<file path="src/logic/fid_pkg.sv">
// Shared constants and types for the flash identification and power-down slice
// Functional notes
// - Standard ID opcode returns maker, two device bytes, length
// - Length byte is zero, then output floats
// - Chip select release ends standard ID read
// - Device bytes split 3-bit upper, 5-bit lower field
// - Legacy ID returns maker then one device code
// - Chip select release ends legacy ID read
// - Standby while deselected and no self-timed work
// - Power-down opcode plus release enters deep power-down
// - Deep power-down ignores all but resume
// - Partial or misaligned power-down aborts to standby
// - Power-down ignored while busy; host reissues later
// - Power-up starts in standby
// - Resume opcode plus release returns to standby
// - Partial or misaligned resume stays powered down
// - Host identifies at a modest serial clock
// - Host may stop ID read early
package fid_pkg;

  // ==========================================================
  // Opcodes
  localparam logic [7:0] OP_JEDEC_ID  = 8'h9F;
  localparam logic [7:0] OP_LEGACY_ID = 8'h15;
  localparam logic [7:0] OP_PWR_DOWN  = 8'hB9;
  localparam logic [7:0] OP_RESUME    = 8'hAB;

  // ==========================================================
  // Identification values (values arbitrary)
  localparam logic [7:0] MFR_ID       = 8'h5A;
  localparam logic [2:0] FAMILY_CODE  = 3'h3;
  localparam logic [4:0] DENSITY_CODE = 5'h01;
  localparam logic [2:0] SUB_CODE     = 3'h0;
  localparam logic [4:0] VERSION_CODE = 5'h02;
  localparam logic [7:0] LEGACY_CODE  = 8'hA6;
  localparam logic [7:0] EXT_INFO_LEN = 8'h00;
  localparam int         UPPER_LSB    = 5;
  localparam logic [5:0] STD_ID_BITS  = 6'h20;
  localparam logic [5:0] LEG_ID_BITS  = 6'h10;

  // ==========================================================
  // Timing
  localparam int         CLK_PERIOD_NS    = 100;
  localparam int         PD_ENTRY_TIME_NS = 3000;
  localparam int         PD_EXIT_TIME_NS  = 8000;
  localparam logic [7:0] PD_ENTRY_CYC     =
    8'((PD_ENTRY_TIME_NS / CLK_PERIOD_NS) < 1 ? 1 : PD_ENTRY_TIME_NS / CLK_PERIOD_NS);
  localparam logic [7:0] PD_EXIT_CYC      =
    8'((PD_EXIT_TIME_NS / CLK_PERIOD_NS) < 1 ? 1 : PD_EXIT_TIME_NS / CLK_PERIOD_NS);
  localparam logic [4:0] SCK_HALF_CYC     = 5'h08;
  localparam logic [4:0] CS_GAP_CYC       = 5'h10;

  // ==========================================================
  // Types
  typedef enum logic [1:0] {PWR_STANDBY, PWR_ENTERING, PWR_DEEP, PWR_EXITING} fid_pwr_t;
  typedef enum logic [1:0] {M_OPCODE, M_ID_OUT, M_IGNORE} fid_mode_t;
  typedef enum logic [1:0] {H_IDLE, H_SHIFT, H_TAIL, H_GAP} fid_hst_t;

endpackage

</file>
<file path="src/logic/fid_spi_if.sv">
// Serial link between the flash slice and its host master
`timescale 1ns/1ps
`default_nettype none
interface fid_spi_if;
  logic cs_n;
  logic sck;
  logic si;
  logic so_o;
  logic so_oe;
  logic so;

  // Released output line reads high
  assign so = so_oe ? so_o : 1'b1;

  modport dev (input cs_n, input sck, input si, output so_o, output so_oe);
  modport host (output cs_n, output sck, output si, input so);
endinterface
`default_nettype wire

</file>
<file path="src/logic/fid_dev.sv">
// Flash device end: ID reads and deep power-down control
`timescale 1ns/1ps
`default_nettype none
module fid_dev (
  input  wire logic clk_sys,   // System clock
  input  wire logic sys_rst,   // Async reset, power cycle
  fid_spi_if.dev    spi,       // Serial link
  input  wire logic busy,      // Self-timed operation running
  output logic      standby,   // Device in standby
  output logic      deep_pd    // Device in deep power-down
);

  typedef struct packed {
    // Synchronised pins and their settled levels
    logic [2:0]         cs_sy;
    logic [2:0]         sck_sy;
    logic [2:0]         si_sy;
    logic               sel_f;
    logic               sck_f;
    // Opcode capture
    fid_pkg::fid_mode_t mode;
    logic [2:0]         bit_cnt;
    logic               got_byte;
    logic [7:0]         sh;
    logic               pd_req;
    logic               rs_req;
    // Reply shifter
    logic [31:0]        osh;
    logic [5:0]         obits;
    logic               so;
    logic               so_oe;
    // Power state and its timer
    fid_pkg::fid_pwr_t  pwr;
    logic [7:0]         tmr;
  } fid_dev_st_t;

  // ==========================================================
  // State and helper signals
  fid_dev_st_t q;
  fid_dev_st_t n;
  logic [7:0]  opc;
  logic        rise;
  logic        fall;
  logic        sel_start;
  logic        sel_end;
  logic        byte_end;
  logic        out_left;
  logic        frame_ok;
  logic        pd_go;
  logic        rs_go;
  logic [31:0] std_word;
  logic [31:0] leg_word;

  // ==========================================================
  // Reply words, first byte in the top bits
  assign std_word = {fid_pkg::MFR_ID,
                     fid_pkg::FAMILY_CODE, fid_pkg::DENSITY_CODE,
                     fid_pkg::SUB_CODE, fid_pkg::VERSION_CODE,
                     fid_pkg::EXT_INFO_LEN};
  assign leg_word = {fid_pkg::MFR_ID, fid_pkg::LEGACY_CODE, 16'h0000};

  // ==========================================================
  // Next state
  // Pins settle through three stages, so the serial clock must keep
  // each level for several system clocks or edges are lost
  always_comb begin
    n = q;
    // Input synchronisers, a level counts once two stages agree
    n.cs_sy  = {q.cs_sy[1:0], ~spi.cs_n};
    n.sck_sy = {q.sck_sy[1:0], spi.sck};
    n.si_sy  = {q.si_sy[1:0], spi.si};
    if (q.cs_sy[1] == q.cs_sy[2]) begin
      n.sel_f = q.cs_sy[2];
    end
    if (q.sck_sy[1] == q.sck_sy[2]) begin
      n.sck_f = q.sck_sy[2];
    end

    // ==========================================================
    // Frame events seen on settled levels
    sel_start = ~q.sel_f & n.sel_f;
    sel_end   = q.sel_f & ~n.sel_f;
    rise      = ~q.sck_f & n.sck_f & n.sel_f;
    fall      = q.sck_f & ~n.sck_f & n.sel_f;
    opc       = {q.sh[6:0], q.si_sy[2]};
    byte_end  = rise & (q.bit_cnt == 3'h7);
    out_left  = (q.obits != 6'h00);
    frame_ok  = q.got_byte & (q.bit_cnt == 3'h0);
    pd_go     = frame_ok & q.pd_req & ~busy & (q.pwr == fid_pkg::PWR_STANDBY);
    rs_go     = frame_ok & q.rs_req & (q.pwr == fid_pkg::PWR_DEEP);

    // ==========================================================
    // Power transitions after a frame
    case (q.pwr)
      fid_pkg::PWR_ENTERING: begin
        n.tmr = q.tmr - 8'h01;
        if (q.tmr == 8'h01) begin
          n.pwr = fid_pkg::PWR_DEEP;
        end
      end
      fid_pkg::PWR_EXITING: begin
        n.tmr = q.tmr - 8'h01;
        if (q.tmr == 8'h01) begin
          n.pwr = fid_pkg::PWR_STANDBY;
        end
      end
      default: begin
        n.tmr = q.tmr;
      end
    endcase

    // New frame: drop whatever the last command left behind
    if (sel_start) begin
      n.mode     = fid_pkg::M_OPCODE;
      n.bit_cnt  = 3'h0;
      n.got_byte = 1'b0;
      n.pd_req   = 1'b0;
      n.rs_req   = 1'b0;
      n.obits    = 6'h00;
    end

    // ==========================================================
    // Sample on the rising serial clock, MSB first
    if (rise) begin
      n.sh      = opc;
      n.bit_cnt = q.bit_cnt + 3'h1;
      if (byte_end) begin
        n.got_byte = 1'b1;
        if (q.mode == fid_pkg::M_OPCODE) begin
          n.mode = fid_pkg::M_IGNORE;
          if (q.pwr == fid_pkg::PWR_STANDBY) begin
            case (opc)
              fid_pkg::OP_JEDEC_ID: begin
                n.mode  = fid_pkg::M_ID_OUT;
                n.osh   = std_word;
                n.obits = fid_pkg::STD_ID_BITS;
              end
              fid_pkg::OP_LEGACY_ID: begin
                n.mode  = fid_pkg::M_ID_OUT;
                // Low half stays zero; only 16 bits go out
                n.osh   = leg_word;
                n.obits = fid_pkg::LEG_ID_BITS;
              end
              fid_pkg::OP_PWR_DOWN: begin
                n.pd_req = 1'b1;
              end
              default: begin
                n.mode = fid_pkg::M_IGNORE;
              end
            endcase
          end else if (q.pwr == fid_pkg::PWR_DEEP && opc == fid_pkg::OP_RESUME) begin
            n.rs_req = 1'b1;
          end
        end
      end
    end

    // ==========================================================
    // Change on the falling serial clock, float once all bytes are out
    if (fall && q.mode == fid_pkg::M_ID_OUT) begin
      if (out_left) begin
        n.so    = q.osh[31];
        n.osh   = {q.osh[30:0], 1'b0};
        n.obits = q.obits - 6'h01;
        n.so_oe = 1'b1;
      end else begin
        // Past the last bit the line is released for good
        n.so_oe = 1'b0;
      end
    end

    // ==========================================================
    // Frame end
    if (sel_end) begin
      n.so_oe = 1'b0;
      n.mode  = fid_pkg::M_IGNORE;
      n.obits = 6'h00;
      // Act only on a whole opcode ending on a byte boundary; busy at
      // release refuses the power-down and the host must reissue it
      if (pd_go) begin
        n.pwr = fid_pkg::PWR_ENTERING;
        n.tmr = fid_pkg::PD_ENTRY_CYC;
      end else if (rs_go) begin
        n.pwr = fid_pkg::PWR_EXITING;
        n.tmr = fid_pkg::PD_EXIT_CYC;
      end
    end
  end

  // ==========================================================
  // State register; all-zero reset is standby
  always_ff @(posedge clk_sys or posedge sys_rst) begin
    if (sys_rst) begin
      q <= '0;
    end else begin
      q <= n;
    end
  end

  // ==========================================================
  // Outputs
  assign spi.so_o  = q.so;
  assign spi.so_oe = q.so_oe;
  assign standby   = (q.pwr == fid_pkg::PWR_STANDBY) & ~q.sel_f & ~busy;
  // Still powered down until the exit time has run out
  assign deep_pd   = (q.pwr == fid_pkg::PWR_DEEP) | (q.pwr == fid_pkg::PWR_EXITING);

endmodule
`default_nettype wire

</file>
<file path="src/flat_wrapper.sv">
// flat-port wrapper written by rule: the top's interface ports become plain ports
module fid_dev_flat 
  (clk_sys, sys_rst, busy, standby, deep_pd, spi_cs_n, spi_sck, spi_si, spi_so_o, spi_so_oe);
  fid_spi_if spi_i ();
  input  wire logic clk_sys;
  input  wire logic sys_rst;
  input  wire logic busy;
  output logic standby;
  output logic deep_pd;
  input wire logic [$bits(spi_i.cs_n)-1:0] spi_cs_n;
  input wire logic [$bits(spi_i.sck)-1:0] spi_sck;
  input wire logic [$bits(spi_i.si)-1:0] spi_si;
  output wire logic [$bits(spi_i.so_o)-1:0] spi_so_o;
  output wire logic [$bits(spi_i.so_oe)-1:0] spi_so_oe;
  assign spi_i.cs_n = spi_cs_n;
  assign spi_i.sck = spi_sck;
  assign spi_i.si = spi_si;
  assign spi_so_o = spi_i.so_o;
  assign spi_so_oe = spi_i.so_oe;
  fid_dev u_core (.clk_sys(clk_sys), .sys_rst(sys_rst), .spi(spi_i), .busy(busy), .standby(standby), .deep_pd(deep_pd));
endmodule
</file>
<file path="config.mk">
export PLATFORM = sky130hd
export DESIGN_NAME = fid_dev_flat
export DESIGN_NICKNAME = d
export VERILOG_FILES = /design/src/logic/fid_pkg.sv /design/src/logic/fid_spi_if.sv /design/src/logic/fid_dev.sv /design/src/flat_wrapper.sv
export SDC_FILE = /design/constraint.sdc
export NUM_CORES = 1
export LEC_CHECK = 0
export ABC_CLOCK_PERIOD_IN_PS = 4100
export BUFFER_PORTS_ARGS = -buffer_cell sky130_fd_sc_hd__clkbuf_2
export CAP_MARGIN = 10
export CELL_PAD_IN_SITES_DETAIL_PLACEMENT = 1
export CELL_PAD_IN_SITES_GLOBAL_PLACEMENT = 2
export CORE_MARGIN = 3
export CORE_UTILIZATION = 44
export CTS_CLUSTER_SIZE = 28
export DETAILED_ROUTE_END_ITERATION = 8
export PLACE_DENSITY_LB_ADDON = 0.1
export SLEW_MARGIN = 20
export SYNTH_ARGS = -nofsm -noshare
export SYNTH_HDL_FRONTEND = slang
export SYNTH_SLANG_ARGS = --single-unit
</file>
<file path="constraint.sdc">
create_clock -name clk_sys -period 4.1 [get_ports clk_sys]
set_clock_uncertainty 0.15 [all_clocks]
set_input_delay 0.41 -clock clk_sys [delete_from_list [all_inputs] [get_ports clk_sys]]
set_output_delay 0.41 -clock clk_sys [all_outputs]
set_load 0.05 [all_outputs]
</file>
==> results.json <==
{
  "detail_route.first_pass.iterations": 4,
  "cts.hold.buffers_added": 1,
  "ctsHtreeMaxLevel": 3,
  "ys_types": 51,
  "crit_fanout": 30,
  "synth.top_cells.by_area": "dfrtp_1, nand2_1, o21ai_0",
  "synthesis.nets": 345,
  "groute.usage.overall_pct": 18.2,
  "rows": 31,
  "critical_path_class": "reg2reg",
  "clkLatencyLatePin_ns": 0.34,
  "design_area_um2": 3780,
  "first_global_vias": 2525,
  "grt_remaining_overflow": 0,
  "synth-seq-cells": 76,
  "synthMostInstantiatedCell": "dfrtp_1",
  "result_of_the_run": "completed",
  "synth_edf_count": 0,
  "synth_flop_cell": "dfrtp_1",
  "initialDrtViolationCount": 112,
  "ratio_of_cells_with_drive_above_1_in_the_final_layout_pct": 13.9,
  "ioPinCount": 10,
  "vdd.ir_drop.worst_uv": 221,
  "place.gp.congestion": 0.771,
  "clock_transition_at_the_register_clock_pins_on_the_worst_setup_and_hold_paths_after_cts_ns": 0.08,
  "cellPowerDensity_nw_per_um2": 430,
  "startpoint_type": "flip-flop",
  "power.share.switching_pct": 23.0,
  "dieArea_um2": 8790,
  "synth.yosys.seq_area_share_pct": 56.1,
  "drv.max_cap_violation_count": 0,
  "fillers": 845,
  "asyncSetResetFlopFracSynth_pct": 100,
  "netlist_top_cells_count": "dfrtp_1, nand2_1, o21ai_0",
  "area_share_of_the_largest_cell_type_after_synthesis_pct": 56.1,
  "mappedNetlistArea_um2": 3390,
  "grt_max_degree": 55,
  "finalHoldViolations": 0,
  "crit_path_end_kind": "flip-flop",
  "syn_inst": 332,
  "detailroute.via_count": 2387,
  "coreArea_um2": 7370,
  "unrepaired_setup_endpoints_after_global_routing": "no",
  "cts_max_path_buffers": 2,
  "grt_pass1_wl_um": 12500,
  "die_width_um": 93.8,
  "post_drt_wl_per_cell_um": 15.7,
  "hp-class": "in2reg",
  "static_leakage_power_nw": 1.71,
  "timing.final.max_slew_violations": 0,
  "arrival_ns": 2.54,
  "route.detailed.vias_per_inst": 5.36,
  "flow.area_growth_from_synthesis_pct": 11.7,
  "postRouteAntennaNets": 0,
  "syn_avg_cell_area_um2": 10.2,
  "max_clock_freq_mhz": 409,
  "power.internal_w": 0.00125,
  "power.combinational.fraction_pct": 6.9,
  "yosys_warnings": 0,
  "cts_tree": "yes",
  "number_of_antenna_violations_at_the_first_check_in_global_routing": 0,
  "route.detailed.drc": 0,
  "timing.final.crit_period_ns": 2.45,
  "dp.final_hpwl_um": 4590,
  "cts_resized": 0,
  "slew_headroom_pct": 35.5,
  "placement.io_buffers": 9,
  "setup_tns_ns": 0,
  "power_switching_w": 0.000374,
  "tritoncts_num_sinks": 76,
  "diodes": 0,
  "cp_data_required_time_ns": 4.20,
  "synth_area_leader_cell": "dfrtp_1",
  "cts_root_buf": "clkbuf_8",
  "initial_utilization_pct": 46.0,
  "cts_setup_buffers": 0,
  "die_y_um": 93.8,
  "dpl-instance-area_um2": 3530,
  "setup-violations-final": 0,
  "power.share.clock_pct": 42.0,
  "route.final.wire_length_um": 7000,
  "power.share.sequential_pct": 51.1,
  "worst_slew_pin_slew_ns": 0.967,
  "post_layout_net_count": 355,
  "inserted_clock_buffers": 9,
  "min_period_over_period_pct": 59.7
}
[final cells by class]
class                   instances  area (um^2)  share of cell area (%)
clock buffers                  10          138                    3.64
clock inverters                 5          100                    2.65
inverters                      13         50.0                    1.32
multi-input cells             227         1380                    36.3
flip-flops and latches         76         1900                    50.3
well taps                      99          124                    3.27
repair buffers                 15         95.1                    2.51
[kinds of logic after synthesis]
logic type	count (synthesis)	synth area share [%]
AND/OR/NAND/NOR	132	20.0
flip-flops	76	56.1
AO/OA/AOI/OAI	71	12.7
buffers and inverters	29	3.62
XOR/XNOR	10	2.59
adder cells (fa/ha/maj)	8	2.99
multiplexers	6	1.99
[routing by layer]
layer / track usage (%) / wire [um] / share of wire [%] / vias up
met5: 0 / 0 / 0 / -
met4: 7.22 / 129 / 1.8 / 0
met3: 3.13 / 107 / 1.5 / 10
met2: 27.7 / 3110 / 44 / 14
met1: 25.8 / 3650 / 52 / 1208
li1: - / - / - / 1155
[power by group through the flow]
stage	registers, W	clock network [W]	logic, W
6_report	0.000830	0.000683	0.000112
5_1_grt	0.000837	0.000740	0.000130
4_1_cts	0.000829	0.000707	0.000115
3_5_place_dp	0.000844	0	0.000113
3_3_place_gp	0.000842	0	0.000112
2_1_floorplan	0.000832	0	0.0000878
[worst paths after layout]
kind,startpoint,end,slack (ns),cells past startpoint
setup / recovery,u_core.q[16],u_core.q[37],1.65,5
hold / removal,spi_cs_n,u_core.n[75],0.05,2
setup reg to reg,u_core.q[16],u_core.q[37],1.65,5
hold reg to reg,u_core.n[70],u_core.opc[0],0.20,0
max in group asynchronous,sys_rst,u_core.opc[5],2.85,3
min in group asynchronous,sys_rst,u_core.n[72],0.07,2
[through the flow]
stage               utilization (%)  std cells  power (W)  hold slack [ns]  setup slack, ns
detailed placement             47.8        428   0.000958            0.186             1.62
floorplan                         -        332   0.000920            0.181             1.36
global placement               47.8        428   0.000954            0.184             1.71
finish                         51.3        445    0.00163           0.0532             1.65
CTS                            51.2        444    0.00165          0.00571             1.62
global route                   51.3        445    0.00171           0.0296             1.44
[flip-flops by register name, indices dropped and copies added (netlist names), named ones only]
name,cells
u_core.q,59
u_core.opc,8
u_core.spi.so_o,1
u_core.spi.so_oe,1
u_core.n,6
[worst max-delay path: stages (launching register included)]
cell and delay (ns):
dfrtp_1 0.42, or3_1 0.46, o2111ai_4 0.70, buf_4 0.37, nand2_1 0.07, o21ai_0 0.17
[placed cells by master, fill, tap and decap left out, types with 2 or more instances in the layout]
cell type	count
buf_4	4
xor2_1	3
or4_1	3
clkinv_2	3
nand2b_1	2
and3b_1	3
ha_1	7
nand2_1	57
o21ai_0	38
a21oi_1	9
a31oi_1	7
nor3b_1	2
o22ai_1	3
and3_1	2
nor3_1	5
inv_1	12
nor2b_1	3
nor4_1	2
dfrtp_1	76
clkbuf_2	9
nand3_1	12
mux2_2	6
nor2_1	26
a31o_2	2
xnor2_1	7
nand3b_1	2
clkbuf_8	10
bufinv_16	3
dlygate4sd3_1	2
o211ai_1	2
Note: power is estimated with default switching activity, not from simulation.
